$ cat src/rtl/serial_output_config_defines.vh
// Purpose: Constants for the serial output configuration block
// Assumes: Byte-addressed registers, 5-bit byte address
// Notes: Offsets are byte addresses of each register's lowest byte
`ifndef SERIAL_OUTPUT_CONFIG_DEFINES_VH
`define SERIAL_OUTPUT_CONFIG_DEFINES_VH

`define ADDR_SOC 5'h0c
`define ADDR_OCC 5'h10

`define SOC_RESET 32'h00000000
`define OCC_RESET 32'h00000000
`define SOC_WR_MASK 32'h00001343
`define OCC_WR_MASK 32'h00007d0f

`define SOC_MODE_LO 0
`define SOC_MODE_HI 1
`define SOC_CLKSEL_BIT 6
`define SOC_ROLE_LO 8
`define SOC_ROLE_HI 9
`define SOC_LEVEL_BIT 12

`define OCC_WORD_LO 0
`define OCC_WORD_HI 2
`define OCC_PARITY_BIT 3
`define OCC_RANGE_BIT 8
`define OCC_INALM_LO 10
`define OCC_INALM_HI 11
`define OCC_SUPALM_LO 12
`define OCC_SUPALM_HI 13
`define OCC_UNIT_BIT 14

`define ROLE_TRISTATE 2'h0
`define ROLE_ALARM 2'h1
`define ROLE_GENERAL 2'h2
`define ROLE_DATA 2'h3
`define MODE_SYNC 2'h3

`define WORD_ZEROS 16'h0000
`define WORD_ONES 16'hffff
`define WORD_ALT1 16'h5555
`define WORD_ALT2 16'h3333

`define CMD_LEN 5'h10
`define WORD_LEN 6'h10

`endif

$ cat src/rtl/pin_sync.v
// Purpose: Two-flop synchroniser for pin inputs
// Assumes: Inputs asynchronous to i_clk
// Notes: Only the second stage is visible outside
`timescale 1ns/1ns
module pin_sync #(
   parameter WIDTH = 3,
   parameter [WIDTH-1:0] RESET_VALUE = 3'h4
) (
   input wire i_clk,
   input wire i_rst_n,
   input wire [WIDTH-1:0] i_async,
   output reg [WIDTH-1:0] o_sync
);
   reg [WIDTH-1:0] stage1;

   always @(posedge i_clk or negedge i_rst_n) begin
      if (!i_rst_n) begin
         stage1 <= RESET_VALUE;
         o_sync <= RESET_VALUE;
      end else begin
         stage1 <= i_async;
         o_sync <= stage1;
      end
   end
endmodule // pin_sync

$ cat src/rtl/serial_output_config.v
// Purpose: Serial output configuration registers and output frame shifter
// Assumes: Pins sampled by i_clk; status inputs on i_clk
// Notes: 16-bit command frame {write, 2'b00, addr[4:0], data[7:0]}
// Behaviour
// - General output pin follows bit 12 of output control, reset zero.
// - Bits 9-8 pick second pin: tristate, alarm, general output, data lane.
// - Bit 6 picks sync transmit clock: external serial clock or internal.
// - Clock source bit only matters in source-synchronous output mode.
// - Output mode 0x uses the input clock polarity and phase.
// - Output mode 11b transmits source-synchronously with the selected clock.
// - Reserved output control bits read as zero.
// - Output control bytes sit at 0Ch to 0Fh, low byte first.
// - Content control bytes sit at 10h to 13h with documented fields.
// - Input protocol codes give polarity and phase 00,01,10,11.
// - Parity appends even bits over word, then over frame minus first.
// - Word select: conversion, zeros, ones, alternating bits, alternating pairs.
// - Unit number include inserts four address bits into the stream.
`timescale 1ns/1ns
`include "serial_output_config_defines.vh"
module serial_output_config (
   input wire i_clk,
   input wire i_rst_n,
   input wire i_app_reset,
   input wire i_cs_n,
   input wire i_sclk,
   input wire i_sdi,
   input wire [1:0] i_input_protocol_select,
   input wire [15:0] i_conversion,
   input wire i_alarm,
   input wire [3:0] i_unit_number,
   input wire [1:0] i_supply_alarm_flags,
   input wire [1:0] i_input_alarm_flags,
   input wire [3:0] i_range_setting,
   output reg o_first_output_lane,
   output reg o_first_lane_oe_n,
   output reg o_second_output_lane,
   output reg o_second_lane_oe_n,
   output reg o_general_output_pin,
   output reg o_sync_clock
);
   wire [2:0] synced;
   wire s_cs_n = synced[2];
   wire s_sclk = synced[1];
   wire s_sdi = synced[0];

   pin_sync #(.WIDTH(3), .RESET_VALUE(3'h4)) u_sync (
      .i_clk(i_clk),
      .i_rst_n(i_rst_n),
      .i_async({i_cs_n, i_sclk, i_sdi}),
      .o_sync(synced)
   );

   reg [31:0] soc;
   reg [31:0] occ;
   reg d_sclk;
   reg d_cs_n;
   reg f_cpol;
   reg f_cpha;
   reg f_sync;
   reg f_int;
   reg f_two;
   reg [5:0] f_len;
   reg [31:0] sh;
   reg [5:0] cnt;
   reg tog;
   reg run;
   reg [15:0] in_sh;
   reg [4:0] in_cnt;
   reg rd_pending;
   reg [7:0] rd_byte;
   reg [15:0] word;
   reg [31:0] next_frame;
   reg [5:0] next_len;
   reg [31:0] rsel;

   wire rise = s_sclk & ~d_sclk;
   wire fall = ~s_sclk & d_sclk;
   wire cs_fall = ~s_cs_n & d_cs_n;
   wire cs_rise = s_cs_n & ~d_cs_n;
   wire active = ~s_cs_n & ~d_cs_n;
   wire lead = f_cpol ? fall : rise;
   wire trail = f_cpol ? rise : fall;
   wire samp = active & (f_cpha ? trail : lead);
   wire emit = active & (f_sync ? (f_int ? (run & tog) : fall) : (f_cpha ? lead : trail));
   wire [1:0] role = soc[`SOC_ROLE_HI:`SOC_ROLE_LO];
   wire two = (role == `ROLE_DATA);
   wire [5:0] step = two ? 6'h2 : 6'h1;
   wire mode_sync = (soc[`SOC_MODE_HI:`SOC_MODE_LO] == `MODE_SYNC);
   wire [4:0] addr = in_sh[12:8];
   wire hit_soc = ({addr[4:2], 2'b00} == `ADDR_SOC);
   wire hit_occ = ({addr[4:2], 2'b00} == `ADDR_OCC);
   wire [31:0] wmask = 32'h000000ff << {addr[1:0], 3'b000};
   wire [31:0] wword = {24'h000000, in_sh[7:0]} << {addr[1:0], 3'b000};
   wire [31:0] rsh = rsel >> {addr[1:0], 3'b000};
   wire cmd_ok = cs_rise & (in_cnt >= `CMD_LEN);
   wire do_write = cmd_ok & in_sh[15];

   function [31:0] app1;
      input [31:0] f;
      input [5:0] len;
      input b;
      begin
         app1 = f | ({31'h00000000, b} << (6'h1f - len));
      end
   endfunction

   function [31:0] app4;
      input [31:0] f;
      input [5:0] len;
      input [3:0] v;
      begin
         app4 = f | ({28'h0000000, v} << (6'h1c - len));
      end
   endfunction

   always @* begin
      rsel = 32'h00000000;
      if (hit_soc) begin
         rsel = soc;
      end else if (hit_occ) begin
         rsel = occ;
      end
   end

   always @* begin
      if (!occ[`OCC_WORD_HI]) begin
         word = i_conversion;
      end else begin
         case (occ[`OCC_WORD_HI-1:`OCC_WORD_LO])
            2'h0: word = `WORD_ZEROS;
            2'h1: word = `WORD_ONES;
            2'h2: word = `WORD_ALT1;
            default: word = `WORD_ALT2;
         endcase
      end
      if (rd_pending) begin
         word = {8'h00, rd_byte};
      end
      next_frame = {word, 16'h0000};
      next_len = `WORD_LEN;
      if (occ[`OCC_UNIT_BIT]) begin
         next_frame = app4(next_frame, next_len, i_unit_number);
         next_len = next_len + 6'h4;
      end
      if (occ[`OCC_SUPALM_LO]) begin
         next_frame = app1(next_frame, next_len, i_supply_alarm_flags[0]);
         next_len = next_len + 6'h1;
      end
      if (occ[`OCC_SUPALM_HI]) begin
         next_frame = app1(next_frame, next_len, i_supply_alarm_flags[1]);
         next_len = next_len + 6'h1;
      end
      if (occ[`OCC_INALM_LO]) begin
         next_frame = app1(next_frame, next_len, i_input_alarm_flags[0]);
         next_len = next_len + 6'h1;
      end
      if (occ[`OCC_INALM_HI]) begin
         next_frame = app1(next_frame, next_len, i_input_alarm_flags[1]);
         next_len = next_len + 6'h1;
      end
      if (occ[`OCC_RANGE_BIT]) begin
         next_frame = app4(next_frame, next_len, i_range_setting);
         next_len = next_len + 6'h4;
      end
      if (occ[`OCC_PARITY_BIT]) begin
         next_frame = app1(next_frame, next_len + 6'h1, ^next_frame);
         next_frame = app1(next_frame, next_len, ^word);
         next_len = next_len + 6'h2;
      end
   end

   always @(posedge i_clk or negedge i_rst_n) begin
      if (!i_rst_n) begin
         soc <= `SOC_RESET;
         occ <= `OCC_RESET;
      end else if (i_app_reset) begin
         soc <= `SOC_RESET;
         occ <= `OCC_RESET;
      end else if (do_write & hit_soc) begin
         soc <= (soc & ~(wmask & `SOC_WR_MASK)) | (wword & wmask & `SOC_WR_MASK);
      end else if (do_write & hit_occ) begin
         occ <= (occ & ~(wmask & `OCC_WR_MASK)) | (wword & wmask & `OCC_WR_MASK);
      end
   end

   always @(posedge i_clk or negedge i_rst_n) begin
      if (!i_rst_n) begin
         d_sclk <= 1'b0;
         d_cs_n <= 1'b1;
         f_cpol <= 1'b0;
         f_cpha <= 1'b0;
         f_sync <= 1'b0;
         f_int <= 1'b0;
         f_two <= 1'b0;
         f_len <= `WORD_LEN;
         sh <= 32'h00000000;
         cnt <= 6'h00;
         tog <= 1'b0;
         run <= 1'b0;
         in_sh <= 16'h0000;
         in_cnt <= 5'h00;
         rd_pending <= 1'b0;
         rd_byte <= 8'h00;
         o_first_output_lane <= 1'b0;
         o_first_lane_oe_n <= 1'b1;
         o_second_output_lane <= 1'b0;
         o_second_lane_oe_n <= 1'b1;
         o_general_output_pin <= 1'b0;
         o_sync_clock <= 1'b0;
      end else begin
         d_sclk <= s_sclk;
         d_cs_n <= s_cs_n;
         o_general_output_pin <= soc[`SOC_LEVEL_BIT];
         o_first_lane_oe_n <= s_cs_n;
         o_second_lane_oe_n <= (role == `ROLE_TRISTATE);
         case (role)
            `ROLE_ALARM: o_second_output_lane <= i_alarm;
            `ROLE_GENERAL: o_second_output_lane <= soc[`SOC_LEVEL_BIT];
            `ROLE_DATA: o_second_output_lane <= o_second_output_lane;
            default: o_second_output_lane <= 1'b0;
         endcase
         if (cs_fall) begin
            f_cpol <= i_input_protocol_select[1];
            f_cpha <= i_input_protocol_select[0];
            f_sync <= mode_sync;
            f_int <= mode_sync & soc[`SOC_CLKSEL_BIT];
            f_two <= two;
            f_len <= next_len;
            in_cnt <= 5'h00;
            rd_pending <= 1'b0;
            run <= mode_sync & soc[`SOC_CLKSEL_BIT];
            tog <= 1'b0;
            if (mode_sync | ~i_input_protocol_select[0]) begin
               o_first_output_lane <= next_frame[31];
               if (two) begin
                  o_second_output_lane <= next_frame[30];
               end
               sh <= two ? {next_frame[29:0], 2'b00} : {next_frame[30:0], 1'b0};
               cnt <= step;
            end else begin
               o_first_output_lane <= 1'b0;
               sh <= next_frame;
               cnt <= 6'h00;
            end
         end else begin
            if (run) begin
               tog <= ~tog;
            end
            if (emit) begin
               if (cnt < f_len) begin
                  o_first_output_lane <= sh[31];
                  if (f_two) begin
                     o_second_output_lane <= sh[30];
                  end
                  sh <= f_two ? {sh[29:0], 2'b00} : {sh[30:0], 1'b0};
                  cnt <= cnt + (f_two ? 6'h2 : 6'h1);
               end else begin
                  o_first_output_lane <= 1'b0;
               end
               if (f_int & (cnt >= f_len)) begin
                  run <= 1'b0;
               end
            end
            if (s_cs_n) begin
               run <= 1'b0;
               tog <= 1'b0;
               o_first_output_lane <= 1'b0;
               if (two) begin
                  o_second_output_lane <= 1'b0;
               end
            end
         end
         if (f_sync & active) begin
            o_sync_clock <= f_int ? (run & ~tog) : s_sclk;
         end else begin
            o_sync_clock <= 1'b0;
         end
         if (samp) begin
            in_sh <= {in_sh[14:0], s_sdi};
            if (in_cnt < `CMD_LEN) begin
               in_cnt <= in_cnt + 5'h01;
            end
         end
         if (cmd_ok & ~in_sh[15]) begin
            rd_pending <= 1'b1;
            rd_byte <= rsh[7:0];
         end
      end
   end
endmodule // serial_output_config

$ cat config.mk
export PLATFORM = sky130hd
export DESIGN_NAME = serial_output_config
export DESIGN_NICKNAME = d
export VERILOG_FILES = /design/src/rtl/pin_sync.v /design/src/rtl/serial_output_config.v
export VERILOG_INCLUDE_DIRS = /design/src /design/src/rtl
export SDC_FILE = /design/constraint.sdc
export NUM_CORES = 1
export LEC_CHECK = 0
export BUFFER_PORTS_ARGS = -buffer_cell sky130_fd_sc_hd__buf_2
export CAP_MARGIN = 20
export CORE_MARGIN = 2
export CORE_UTILIZATION = 44
export CTS_BUF_LIST = sky130_fd_sc_hd__clkbuf_2
export DETAILED_ROUTE_END_ITERATION = 10
export SETUP_SLACK_MARGIN = 0.2
export SYNTH_ARGS = -nofsm -noshare
export SYNTH_HDL_FRONTEND = slang
export SYNTH_SLANG_ARGS = --single-unit
$ cat constraint.sdc
create_clock -name i_clk -period 6.3 [get_ports i_clk]
set_input_delay 0.63 -clock i_clk [delete_from_list [all_inputs] [get_ports i_clk]]
set_output_delay 0.63 -clock i_clk [all_outputs]
set_load 0.1 [all_outputs]
### After elaboration in Yosys (flattened, before gate mapping)

Index checks and enable logic that the tools add are counted.

* add/subtract/negate cells: 16
* multiply operators: 0
* div/mod/pow operators: 0
* magnitude comparators: 4
* equality and inequality tests: 9
* shifts and indexed selects: 10
* mux-type cells: 70
* bitwise operators: 40
* reduce and logical (&&, ||, !) cells: 15

Operators by type and width (number)
* 32-bit 2-to-1 mux: 20
* 32-bit OR: 7
* 1-bit by 6-bit left shift with 32-bit output: 6
* 32-bit bitwise AND: 2
* 6-bit 2-to-1 mux: 9
* 16-bit case mux with 3 select lines: 1
* 5-bit by 6-bit subtractor with 6-bit output, first input constant: 7
* 16-bit 2-to-1 mux: 2
* 13-bit NOT with 32-bit output: 1
* 15-bit NOT with 32-bit output: 1
* 32-bit by 13-bit OR with 32-bit output: 1
* 32-bit by 15-bit OR with 32-bit output: 1
* 32-bit by 16-bit OR with 32-bit output: 1
* 32-bit XOR reduction: 1
* 4-bit by 6-bit left shift with 32-bit output: 1
* 32-bit by 5-bit right shift with 8-bit output: 1
* 6-bit by 1-bit adder with 6-bit output, second input constant: 5
* 1-bit 2-to-1 mux: 30
* 1-bit bitwise AND: 17
* 16-bit XOR reduction: 1
* 15-bit bitwise AND: 1
* 5-bit 2-to-1 mux: 3
* 8-bit by 5-bit left shift with 15-bit output: 1
* 8-bit by 5-bit left shift with 15-bit output, first input constant: 1
* 22 further kinds: 43

* register bits: 158
* bits in latches: 0
* bits in writable memories: 0
* bits in read-only memories: 0
* output and inout bits: 6
* word-level logic and storage cells: 189
* memories: 0

### Longest topological paths before layout

Gate-level depths: netlist of run 1.

* depth in word-level cells: 24
* gate-level depth with buffers: 26
* mapped depth without buffers: 22

### Modules after synthesis

Synthesis of run 1 repeated with hierarchy kept, for this count alone.

* cell total of the unflattened synthesis: 1112
* area total of the unflattened synthesis: 9121.2 µm²

By module, submodules not included
* serial_output_config: instances 1, cells an instance 1106, area an instance 8968.6 µm²
* pin_sync: instances 1, cells an instance 6, area an instance 152.6 µm²

### Worst setup path after synthesis of run 1

OpenSTA, ideal clock, no wires.

* path kind: flip-flop to flip-flop
* start: register occ[12]
* end: register sh[12]
* data arrival time: 5.602 ns
* slack: 0.586 ns
* cell stages (with the launch flop): 26
* path buffers: 3
* path through: dfrtp_1 inv_1 ha_1 buf_4 xor2_4 ha_1 nand2b_1 o21a_1 clkbuf_1 inv_1 ha_1 clkbuf_1 mux2i_1 nor2_1 a31oi_2 nor2_1 mux2_2 a22o_2 xnor2_1 xnor2_1 xnor3_1 xnor3_2 nand2_2 o32ai_1 a21oi_1 a2111oi_2

* word-level cells in the longest chain between the ends: 19

Ends and longest elaborated chain
* from (decl): line serial_output_config.v:54 `reg [31:0] occ;`
* from (signal assigned): line serial_output_config.v:175 `` occ <= `OCC_RESET; ``
* from (signal assigned): line serial_output_config.v:178 `` occ <= `OCC_RESET; ``
* from (signal assigned): line serial_output_config.v:182 `` occ <= (occ & ~(wmask & `OCC_WR_MASK)) | (wword & wmask & `OCC_WR_MASK); ``
* parallel branches: the longest is 15 deep, another holds 6-bit by 1-bit adder with 6-bit output
* 32-bit 2-to-1 mux (*): line serial_output_config.v:165 `` if (occ[`OCC_PARITY_BIT]) begin ``
* 32-bit 2-to-1 mux: line serial_output_config.v:238 `sh <= two ? {next_frame[29:0], 2'b00} : {next_frame[30:0], 1'b0};`
* 32-bit 2-to-1 mux (*): line serial_output_config.v:233 `if (mode_sync | ~i_input_protocol_select[0]) begin`
* 32-bit 2-to-1 mux (*): line serial_output_config.v:222 `if (cs_fall) begin`
* to (signal assigned): line serial_output_config.v:238
* to (signal assigned): line serial_output_config.v:242 `sh <= next_frame;`
* to (signal assigned): line serial_output_config.v:255 `sh <= f_two ? {sh[29:0], 2'b00} : {sh[30:0], 1'b0};`
* to (decl): line serial_output_config.v:63 `reg [31:0] sh;`

Mark *: on every way between the ends.
A chain may end at the register's enable or synchronous reset.

### Final worst setup path of run 1

* start: register occ[12]
* end: register sh[3]

Same word-level chain as after synthesis.

==> results of run 1 <==
==> registers in the layout, indices dropped and copies added (netlist names), 3 cells and up <==
signal         cells
u_sync.stage1      3
sh                32
cnt                6
f_len              6
rd_byte            8
in_sh             16
u_sync.o_sync      3
soc                6
occ               10
in_cnt             5
==> layer usage <==
layer  part of all wire, %  track usage, %  wire length [um]  vias up
li1                      -               -                 -     4219
met4                   2.9            8.48               874        0
met1                    45            38.8             13500     4207
met3                   6.1            3.79              1810       60
met5                     0               0                 0        -
met2                    45            42.6             13500      322
==> metrics by stage <==
| step | hold WS (ns) | total power, mW | setup slack, ns | instance area (um^2) | instances |
|---|---|---|---|---|---|
| finish | 0.116 | 2.41 | 0.566 | 10000 | 1450 |
| global route | 0.0466 | 2.56 | 0.254 | 10000 | 1450 |
| CTS | 0.0458 | 2.33 | 0.250 | 9970 | 1446 |
| detailed placement | 0.338 | 1.96 | 0.277 | 9790 | 1426 |
| global placement | 0.333 | 1.96 | 0.378 | 9790 | 1426 |
| floorplan | 0.331 | 1.71 | 0.586 | 9290 | 1149 |
==> power breakdown <==
group          internal [mW]  switching (mW)  leakage (nW)  total, mW
Clock                 0.0714           0.294        0.0742      0.365
Sequential             0.793          0.0867          1.44      0.880
Combinational          0.450           0.710          2.53       1.16
==> area by class of cell <==
type / instances / area (um^2) / area share (%)
diodes: 1 / 2.50 / 0.0250
repair buffers: 78 / 490 / 4.90
multi-input cells: 938 / 6140 / 61.4
inverters: 32 / 125 / 1.25
clock buffers: 9 / 45.0 / 0.450
well taps: 275 / 344 / 3.44
flip-flops and latches: 110 / 2760 / 27.6
clock inverters: 7 / 90.1 / 0.901
==> what timing repair did <==
| item | in CTS | in global routing |
|---|---|---|
| endpoints found under the setup margin | 1 | 32 |
| pin swaps | 0 | 1 |
| hold buffers | 4 | 0 |
| hold endpoints to repair | 40 | 0 |
| resized for setup | 1 | 6 |
| setup buffers | 0 | 2 |
==> Yosys cell counts, types with 3 or more instances <==
cell / n
sky130_fd_sc_hd__mux2i_1: 78
sky130_fd_sc_hd__xnor2_1: 40
sky130_fd_sc_hd__o31ai_1: 6
sky130_fd_sc_hd__a22o_1: 12
sky130_fd_sc_hd__buf_4: 3
sky130_fd_sc_hd__a211oi_1: 13
sky130_fd_sc_hd__nand2_1: 129
sky130_fd_sc_hd__a311oi_1: 4
sky130_fd_sc_hd__a221o_1: 3
sky130_fd_sc_hd__o22ai_1: 17
sky130_fd_sc_hd__a21boi_0: 5
sky130_fd_sc_hd__a31oi_1: 6
sky130_fd_sc_hd__o21ai_0: 89
sky130_fd_sc_hd__clkbuf_1: 55
sky130_fd_sc_hd__nor2b_1: 9
sky130_fd_sc_hd__nor2_1: 154
sky130_fd_sc_hd__or3_1: 7
sky130_fd_sc_hd__and2_1: 9
sky130_fd_sc_hd__o21a_1: 6
sky130_fd_sc_hd__nor3_1: 13
sky130_fd_sc_hd__a32o_1: 3
sky130_fd_sc_hd__o221ai_1: 31
sky130_fd_sc_hd__buf_2: 3
sky130_fd_sc_hd__nand4_1: 8
sky130_fd_sc_hd__a221oi_1: 4
sky130_fd_sc_hd__a21o_1: 7
sky130_fd_sc_hd__dfstp_2: 5
sky130_fd_sc_hd__xor2_1: 10
sky130_fd_sc_hd__nand3_1: 25
sky130_fd_sc_hd__inv_1: 28
sky130_fd_sc_hd__nor4_1: 4
sky130_fd_sc_hd__a32oi_1: 4
sky130_fd_sc_hd__mux2_2: 19
sky130_fd_sc_hd__and3_1: 8
sky130_fd_sc_hd__dfrtp_1: 105
sky130_fd_sc_hd__nand2b_1: 18
sky130_fd_sc_hd__nand2_2: 4
sky130_fd_sc_hd__a21oi_1: 94
sky130_fd_sc_hd__o211ai_1: 17
sky130_fd_sc_hd__ha_1: 21
sky130_fd_sc_hd__buf_1: 7
==> worst max path at each step <==
stage                         to  slack [ns]  startpoint
final                      sh[3]        0.57     occ[12]
after global routing      sh[12]        0.25     occ[12]
after CTS                 sh[12]        0.25     occ[13]
after floorplan           sh[12]        0.59     occ[12]
after detailed placement  sh[12]        0.28     occ[12]
after global placement    sh[12]        0.38     occ[12]
==> worst max-delay path: cells and delay by family (launching register included) <==
family	cells	cell delay, ns
mux	2	0.63
fa+ha+maj	3	0.98
buf+inv	3	0.33
xor+xnor	5	1.40
simple gates	3	0.56
compound gates	6	1.26
flops	1	0.51
==> kinds of logic after synthesis <==
family          Yosys count
flops                   110
compound gates          357
xor+xnor                 59
buf+inv                 101
mux                     101
simple gates            399
fa+ha+maj                22
==> flow_summary.toml, run 1 <==
[outcome]
outcome = "finished clean"

[yosys]
synth_top_area_share_pct = 28.3
synth_compound_area_share_pct = 25.6
synth_enable_flop_cells = 0
post_synth_inst_count = 1149
synth_simple_gate_area_share_pct = 18.9
synth_top_family_by_area = "compound AO/OA/AOI/OAI gates"
syn_avg_cell_area_um2 = 8.08
seq_area_frac_synth_pct = 29.7
async_reset_ff_share_pct = 100
postSynthRegisterBits = 110
ys_dominant_reg_cell = "sky130_fd_sc_hd__dfrtp_1"
adder_cell_share_of_the_synthesized_area_pct = 3.04
synth_top_area_cell = "sky130_fd_sc_hd__dfrtp_1"
syn-num-nets = 1208
synth-warning-count = 0
synth.mux.area_fraction_pct = 11.4
synthesis.area_um2 = 9290
yosys.area_share.xor_xnor_pct = 6.95
ys_types = 91
synth.top_cells.by_area = "sky130_fd_sc_hd__dfrtp_1 28%, sky130_fd_sc_hd__mux2i_1 8.4%, sky130_fd_sc_hd__nor2_1 6.2%, sky130_fd_sc_hd__nand2_1 5.2%, sky130_fd_sc_hd__a21oi_1 5.1%"

[final_layout]
final_cell_mix = "154 x sky130_fd_sc_hd__nor2_1, 129 x sky130_fd_sc_hd__nand2_1, 102 x sky130_fd_sc_hd__dfrtp_1, 93 x sky130_fd_sc_hd__a21oi_1, 89 x sky130_fd_sc_hd__o21ai_0"
layout_commonest_cell = "sky130_fd_sc_hd__nor2_1"
finalCoreUtilization_pct = 47.9
nets = 1228
synthToLayoutAreaGrowth_pct = 7.71
drive_above_1_share_pct = 13.4
fillerInstances = 2127

[timing]
slew_limit_fails = 0
rsz_0062_raised_after_global_routing = "no"
timing.slew.headroom_pct = 37.9
worstMarginPinSlew_ns = 0.932
final-setup-viol-count = 0
final.setup_skew_ns = 0.0629
fmax_ghz = 0.174
final-hold-violation-count = 0
post-route-period-util_pct = 91.0
totalNegativeSetupSlack_ns = 0
final_period_minus_worst_setup_slack_ns = 5.73

[clock_network]
cts_inserted_buffers = 9
worstSkewPairLatency_ns = 0.69
cts-root-to-sink-buffers = 2
cts.reportedPaths.clkPinSlew_ns = 0.36
tritoncts = "done"
clockRootBuffer = "sky130_fd_sc_hd__clkbuf_2"
tritoncts_num_sinks = 110
htreeDepth = 3

[global_routing]
global_route_overflow = 0
antenna_found_initial = 1
pin_count_of_the_biggest_net_entering_global_routing = 74
grt_pass1_wl_um = 46700
global_route.usage.total_pct = 27.1
grt_pass1_vias = 8136

[min_path]
hold_path.class = "input port to flop"
holdPathEnd = "f_cpol"
timing.hold.worst.start = "i_input_protocol_select[1]"
number_of_cells_traversed_by_the_worst_hold_path = 3

[setup_path]
crit_path_frequent_cell = "sky130_fd_sc_hd__xnor2_1"
crit_path_start_kind = "flop"
worst-r2r-setup-slack_ns = 0.57
worstPathCellList = "inv_1 > ha_1 > xor2_4 > ha_1 > nand2b_1 > o21a_1 > inv_1 > ha_2 > nand2b_1 > mux2i_1 > nand2_1 > mux2i_1 > a21oi_1 > xnor2_1 > xnor2_1 > xnor2_1 > xnor3_2 > buf_4 > a32o_1 > a32oi_1 > o22a_1 > o211ai_1"
reg_to_reg_critical_path_endpoint = "sh[3]"
crit_path_max_incr_delay_ns = 0.55
worstPathRequired_ns = 6.90
setup.worst_path.class = "flop to flop"
critical_path.max_fanout = 8
critPathSlowestCell = "sky130_fd_sc_hd__xnor3_2"
worst_ep_arrival_time_ns = 6.34
critical_path.endpoint_type = "flop"
rr_startpoint = "occ[12]"
reg2reg_depth = 22

[routing]
route.antenna.remaining_nets = 0
drt-total-wl_um = 29800
detail_route.vias_per_cell = 6.07
first_pass_iters = 5
routed_wire_length_per_instance_um = 20.5
vias = 8808
drt_drc_violations_left = 0
detailedRoute.firstIterationViolations = 692

[place]
dp_hpwl_um = 22400
portbufs = 42
global_placer_s_final_weighted_congestion = 1.00

[floorplanning]
top_level_ports = 43
floorplan.die.width_um = 149
floorplan.die.height_um = 149
dieArea_um2 = 22300
fp-row-count = 53
core_area_um2 = 20900
floorplan.initialDensity_pct = 44.5

[run]
cap_violations = 0

[power_and_ir_drop]
power.static_leakage_nw = 4.05
p_per_area_nw_per_um2 = 240
irDropWorstVdd_v = 0.000168
No activity file was read; power rests on OpenSTA's default activity.
==> inputs of run 2 (changes only) <==
Clock period 6.3 ns to 7.3 ns, I/O delays scaled along.
==> run 2 against run 1 <==
Sequential share of layout area rose by 0.38 points. Non-clock buffer count decreased by 20. Clock skew fell by 0.017 ns.
==> flow_summary.toml, run 2 (synthesized netlist as in run 1, its figures left out) <==
[outcome]
outcome = "finished clean"

[power_and_ir_drop]
irDropWorstVdd_v = 0.000128
cellInternalPower_mw = 1.10
combinationalPowerShare_pct = 47.0
p_switching_uw = 909
power.static_leakage_nw = 3.96
clock_power_share_pct = 15.2
p_per_area_nw_per_um2 = 203
power.share.switching_pct = 45.4
power.share.sequential_pct = 37.8

[timing]
slew_limit_fails = 0
rsz_0062_raised_after_global_routing = "no"
worstMarginPinSlew_ns = 1.05
final_period_minus_worst_setup_slack_ns = 6.54
fmax_ghz = 0.153
timing.slew.headroom_pct = 29.8
final-setup-viol-count = 0
totalNegativeSetupSlack_ns = 0
final.setup_skew_ns = 0.0461
final-hold-violation-count = 0
post-route-period-util_pct = 89.6

[routing]
detail_route.vias_per_cell = 6.14
met2_wirelength_um = 13400
first_pass_iters = 5
vias = 8787
routed_wire_length_per_instance_um = 20.5
route.antenna.remaining_nets = 0
highest_layer = "met5"
dr_wl_met3_um = 2110
drt-total-wl_um = 29300
detailedRoute.firstIterationViolations = 968
route.layer.met1.wl_um = 13100
drt_drc_violations_left = 0

[final_layout]
largest_register_ff_count = 32
nets = 1208
synthToLayoutAreaGrowth_pct = 6.14
registers.top_by_ff_count = "sh"
largest_registers = "sh (32), in_sh (16), occ (10)"
final_cells = 1431
drive_above_1_share_pct = 11.8
layout_commonest_cell = "sky130_fd_sc_hd__nor2_1"
finalCoreUtilization_pct = 47.2
final_cell_mix = "154 x sky130_fd_sc_hd__nor2_1, 129 x sky130_fd_sc_hd__nand2_1, 104 x sky130_fd_sc_hd__dfrtp_1, 94 x sky130_fd_sc_hd__a21oi_1, 89 x sky130_fd_sc_hd__o21ai_0"

[global_routing]
antenna_found_initial = 3
pin_count_of_the_biggest_net_entering_global_routing = 82
grt_pass1_wl_um = 46700
global_route_overflow = 0
global_route.usage.total_pct = 26.8
grt_pass1_vias = 8261

[floorplanning]
top_level_ports = 43
floorplan.die.height_um = 149
core_area_um2 = 20900
floorplan.initialDensity_pct = 44.5
fp-row-count = 53
floorplan.die.width_um = 149
dieArea_um2 = 22300

[setup_path]
critical_path.endpoint_type = "flop"
worstPathRequired_ns = 7.90
worst_ep_arrival_time_ns = 7.15
crit_path_start_kind = "flop"
critical_path.max_fanout = 19
setup.worst_path.class = "flop to flop"

[clock_network]
worstSkewPairLatency_ns = 0.66
htreeDepth = 3
cts-root-to-sink-buffers = 2
tritoncts_num_sinks = 110
cts.repair_timing.setup_buffer_count = 0
clockRootBuffer = "sky130_fd_sc_hd__clkbuf_2"
tritoncts = "done"
cts.reportedPaths.clkPinSlew_ns = 0.36
cts_inserted_buffers = 9

[place]
dp_hpwl_um = 22100
global_placer_s_final_weighted_congestion = 1.04
portbufs = 42
placed_cells = 1411

[min_path]
hold_path.class = "input port to flop"

[run]
cap_violations = 0
==> run 2: through the flow <==
stage	hold slack (ns)	total power, mW	setup WS (ns)	cell area, um^2
after floorplan	0.331	1.47	1.59	9290
after global placement	0.336	1.69	0.887	9680
after detailed placement	0.336	1.68	0.618	9680
after CTS	0.0439	2.00	0.566	9820
after global routing	0.0334	2.13	0.223	9860
final	0.130	2.00	0.757	9860
==> run 2: final timing paths <==
path / startpoint / endpoint / depth (start not counted) / slack (ns)
worst min register to register: u_sync.stage1[2] / u_sync.o_sync[2] / 0 / 0.38
min in group asynchronous: i_rst_n / sh[6] / 2 / 0.45
worst min-delay path: i_cs_n / u_sync.stage1[2] / 1 / 0.13
worst max register to register: occ[12] / sh[12] / 22 / 0.76
max in group asynchronous: i_rst_n / u_sync.stage1[2] / 4 / 5.85
worst max-delay path: occ[12] / sh[12] / 22 / 0.76
==> run 2: cell type report <==
| class | count | area, um^2 |
|---|---|---|
| fill | 2134 | 11000 |
| multi-input combinational | 938 | 6140 |
| sequential | 110 | 2760 |
| timing repair buffer | 58 | 355 |
| tap | 275 | 344 |
| inverter | 32 | 125 |
| clock inverter | 7 | 86.3 |
| clock buffer | 9 | 45.0 |
| antenna | 2 | 5.00 |
==> run 2: worst max-delay path: stages, from the launching register on <==
cell	delay [ns]
sky130_fd_sc_hd__dfrtp_1	0.55
sky130_fd_sc_hd__inv_1	0.08
sky130_fd_sc_hd__ha_2	0.55
sky130_fd_sc_hd__xor2_4	0.24
sky130_fd_sc_hd__ha_1	0.17
sky130_fd_sc_hd__and2_1	0.13
sky130_fd_sc_hd__xnor3_2	0.45
sky130_fd_sc_hd__inv_6	0.18
sky130_fd_sc_hd__ha_1	0.37
sky130_fd_sc_hd__a21boi_0	0.23
sky130_fd_sc_hd__nor2b_2	0.28
sky130_fd_sc_hd__nand2_1	0.10
sky130_fd_sc_hd__mux2i_1	0.38
sky130_fd_sc_hd__a21oi_1	0.23
sky130_fd_sc_hd__xnor2_1	0.24
sky130_fd_sc_hd__xnor2_1	0.16
sky130_fd_sc_hd__xnor2_1	0.16
sky130_fd_sc_hd__xnor3_1	0.34
sky130_fd_sc_hd__xnor3_2	0.58
sky130_fd_sc_hd__nand2_2	0.18
sky130_fd_sc_hd__o32ai_1	0.34
sky130_fd_sc_hd__a21oi_1	0.16
sky130_fd_sc_hd__a2111oi_2	0.38
==> run 2: repair_timing <==
item	CTS	global route
resized for setup	0	2
hold buffers	1	0
endpoints found under the setup margin	0	25
hold endpoints to repair	29	0
==> run 2: per-layer routing <==
| layer | vias to the layer above | GRT usage (%) |
|---|---|---|
| li1 | 4185 | - |
| met1 | 4202 | 37.3 |
| met5 | - | 0 |
| met2 | 349 | 42.4 |
| met4 | 2 | 8.62 |
| met3 | 49 | 4.92 |
==> run 2: power by group through the flow <==
stage,Sequential (mW),Combinational [mW],Clock (mW)
CTS,0.759,0.921,0.320
detailed placement,0.770,0.913,0
floorplan,0.745,0.729,0
global placement,0.769,0.921,0
global route,0.771,1.01,0.342
finish,0.758,0.941,0.305
==> inputs of run 3 (changes only) <==
Settings changed: SYNTH_HIERARCHICAL set to 1.
==> run 3 against run 2 <==
Global-route usage increased by 0.44 points. Fmax decreased by 1.4%. Flip-flop and latch count unchanged. Combinational power increased by 5.3%. Largest power group unchanged.
==> flow_summary.toml, run 3 <==
[outcome]
outcome = "finished clean"

[power_and_ir_drop]
power.share.switching_pct = 43.7
clock_power_share_pct = 15.8
p_total_mw = 2.07
cellInternalPower_mw = 1.17
p_switching_uw = 906
power.share.sequential_pct = 36.4
power.static_leakage_nw = 4.12
p_per_area_nw_per_um2 = 212
irDropWorstVdd_v = 0.000148
combinationalPowerShare_pct = 47.8

[timing]
worstMarginPinSlew_ns = 1.09
rsz_0062_raised_after_global_routing = "no"
fmax_ghz = 0.151
timing.slew.headroom_pct = 26.9
slew_limit_fails = 0
fin_worst_hold_slack_ns = 0.00890
final.setup_skew_ns = 0.0465
totalNegativeSetupSlack_ns = 0
post-route-period-util_pct = 90.9
setup_ws_ns = 0.668
final-hold-violation-count = 0
final_period_minus_worst_setup_slack_ns = 6.63
final-setup-viol-count = 0

[floorplanning]
top_level_ports = 43
floorplan.initialDensity_pct = 44.9
dieArea_um2 = 21900
core_area_um2 = 20300
fp-row-count = 52
floorplan.die.width_um = 148
floorplan.die.height_um = 148

[clock_network]
cts_inserted_buffers = 9
cts-root-to-sink-buffers = 2
holdBufCountCts = 0
worstSkewPairLatency_ns = 0.69
tritoncts = "done"
cts.reportedPaths.clkPinSlew_ns = 0.36
clockRootBuffer = "sky130_fd_sc_hd__clkbuf_2"
htreeDepth = 3
tritoncts_num_sinks = 110

[setup_path]
reg2reg_depth = 22
rr_startpoint = "occ[12]"
critical_path.max_fanout = 16
worst-r2r-setup-slack_ns = 0.67
worstSetupStartpoint = "occ[12]"
crit_path_start_kind = "flop"
crit_path_end = "sh[14]"
reg_to_reg_critical_path_endpoint = "sh[14]"
setup.worst_path.class = "flop to flop"
worstPathRequired_ns = 7.93
worst_ep_arrival_time_ns = 7.26
critical_path.endpoint_type = "flop"

[final_layout]
largest_registers = "sh (32), in_sh (16), occ (10)"
synthToLayoutAreaGrowth_pct = 6.97
registers.top_by_ff_count = "sh"
largest_register_ff_count = 32
nets = 1179
final_cells = 1396
drive_above_1_share_pct = 12.1
final_cell_mix = "133 x sky130_fd_sc_hd__nand2_1, 106 x sky130_fd_sc_hd__nor2_1, 105 x sky130_fd_sc_hd__dfrtp_1, 76 x sky130_fd_sc_hd__o21ai_0, 76 x sky130_fd_sc_hd__a21oi_1"
layout_commonest_cell = "sky130_fd_sc_hd__nand2_1"
finalCoreUtilization_pct = 48.1
final_cell_area_um2 = 9760
fillerInstances = 2075

[global_routing]
pin_count_of_the_biggest_net_entering_global_routing = 62
grtUsageMet1_pct = 40.4
grtUsageMet2_pct = 40.1
grt_pass1_wl_um = 46600
global_route.usage.total_pct = 27.3
antenna_found_initial = 1
global_route_overflow = 0
globalRouteMet3Util_pct = 4.41
grt_pass1_vias = 8108
global_routing_s_busiest_layer = "met1"

[yosys]
synth_enable_flop_cells = 0
synth_top_area_cell = "sky130_fd_sc_hd__dfrtp_1"
syn_avg_cell_area_um2 = 8.20
seq_area_frac_synth_pct = 30.2
syn-num-nets = 1171
async_reset_ff_share_pct = 100
synth.top_cells.by_area = "sky130_fd_sc_hd__dfrtp_1 29%, sky130_fd_sc_hd__mux2i_1 7.4%, sky130_fd_sc_hd__nand2_1 5.5%, sky130_fd_sc_hd__nor2_1 4.4%, sky130_fd_sc_hd__a21oi_1 4.2%"
synth_top_cells_by_count = "134 x sky130_fd_sc_hd__nand2_1, 106 x sky130_fd_sc_hd__nor2_1, 105 x sky130_fd_sc_hd__dfrtp_1"
synth-warning-count = 6
post_synth_inst_count = 1112
ys_types = 81
synth_most_common_cell = "sky130_fd_sc_hd__nand2_1"
synthesis.area_um2 = 9120
ys_dominant_reg_cell = "sky130_fd_sc_hd__dfrtp_1"
postSynthRegisterBits = 110
synth_top_area_share_pct = 28.8

[routing]
drt-total-wl_um = 29600
drt_drc_violations_left = 0
routed_wire_length_per_instance_um = 21.2
route.antenna.remaining_nets = 0
detailedRoute.firstIterationViolations = 689
detail_route.vias_per_cell = 6.19
first_pass_iters = 5
vias = 8644

[place]
dp_hpwl_um = 22200
global_placer_s_final_weighted_congestion = 0.979
portbufs = 42
placed_cells = 1377
pre_cts_slack_ns = 0.483
placement.cell_area_um2 = 9590

[min_path]
hold_path.class = "input port to async pin"

[run]
cap_violations = 0
==> run 3: how the worst min path moves through the flow <==
stage               slack, ns               end  depth (start not counted)
floorplan                0.33  u_sync/o_sync[0]                          0
detailed placement       0.34  u_sync/o_sync[0]                          0
finish                  0.009            cnt[5]                          1
CTS                      0.01            cnt[5]                          1
global placement         0.33  u_sync/o_sync[0]                          0
global route             0.02            cnt[5]                          1
==> run 3: what timing repair did <==
item / CTS / global route
endpoints found under the setup margin: 0 / 32
setup buffers: 0 / 2
resized for setup: 0 / 4
==> run 3: worst max-delay path, cell delays in order (launching register included) <==
cell and delay [ns]:
sky130_fd_sc_hd__dfrtp_1 0.52, sky130_fd_sc_hd__inv_1 0.08, sky130_fd_sc_hd__ha_1 0.43, sky130_fd_sc_hd__xor2_1 0.19, sky130_fd_sc_hd__ha_1 0.30, sky130_fd_sc_hd__nand2b_1 0.16
sky130_fd_sc_hd__o21a_1 0.16, sky130_fd_sc_hd__inv_1 0.18, sky130_fd_sc_hd__ha_1 0.44, sky130_fd_sc_hd__nor2b_1 0.29, sky130_fd_sc_hd__a21oi_1 0.08, sky130_fd_sc_hd__a21oi_1 0.37
sky130_fd_sc_hd__nand2_2 0.24, sky130_fd_sc_hd__o22a_1 0.37, sky130_fd_sc_hd__xor2_1 0.23, sky130_fd_sc_hd__xnor3_1 0.34, sky130_fd_sc_hd__xnor3_1 0.37, sky130_fd_sc_hd__xnor3_1 0.39
sky130_fd_sc_hd__xnor3_2 0.36, sky130_fd_sc_hd__a32o_1 0.27, sky130_fd_sc_hd__a211oi_2 0.42, sky130_fd_sc_hd__a21oi_1 0.12, sky130_fd_sc_hd__a211o_1 0.28
==> run 3: kinds of logic (layout without fill, tap and decap cells) <==
group | after synthesis | after routing | share of synthesized area, %
and+or+nand+nor | 371 | 371 | 18.7
AOI/OAI and AO/OA | 355 | 355 | 26.4
DFF | 110 | 110 | 30.2
buffers and inverters | 107 | 120 | 4.54
muxes | 89 | 89 | 10.1
xor gates and xnor gates | 58 | 58 | 6.95
adders and majority gates | 22 | 22 | 3.10
other | 0 | 1 | 0
==> run 3: power groups by stage <==
stage,Combinational [mW],Sequential (mW),Clock [mW]
4_1_cts,0.920,0.754,0.336
2_1_floorplan,0.706,0.738,0
3_5_place_dp,0.916,0.764,0
5_1_grt,1.06,0.766,0.357
3_3_place_gp,0.912,0.763,0
6_report,0.991,0.754,0.327
==> run 3: routing by layer <==
metal / wire length, um / part of all wire [%] / vias to the layer above
li1: - / - / 4105
met5: 0 / 0 / -
met3: 1880 / 6.4 / 52
met1: 14000 / 47 / 4167
met4: 990 / 3.3 / 0
met2: 12700 / 43 / 320
==> run 3: cell type report <==
type / count / area [um^2] / area share (%)
clock buffer: 9 / 45.0 / 0.462
antenna: 1 / 2.50 / 0.0256
tap: 270 / 338 / 3.46
timing repair buffer: 69 / 415 / 4.26
clock inverter: 7 / 92.6 / 0.949
multi-input combinational: 895 / 5970 / 61.2
inverter: 35 / 134 / 1.37
sequential: 110 / 2760 / 28.3
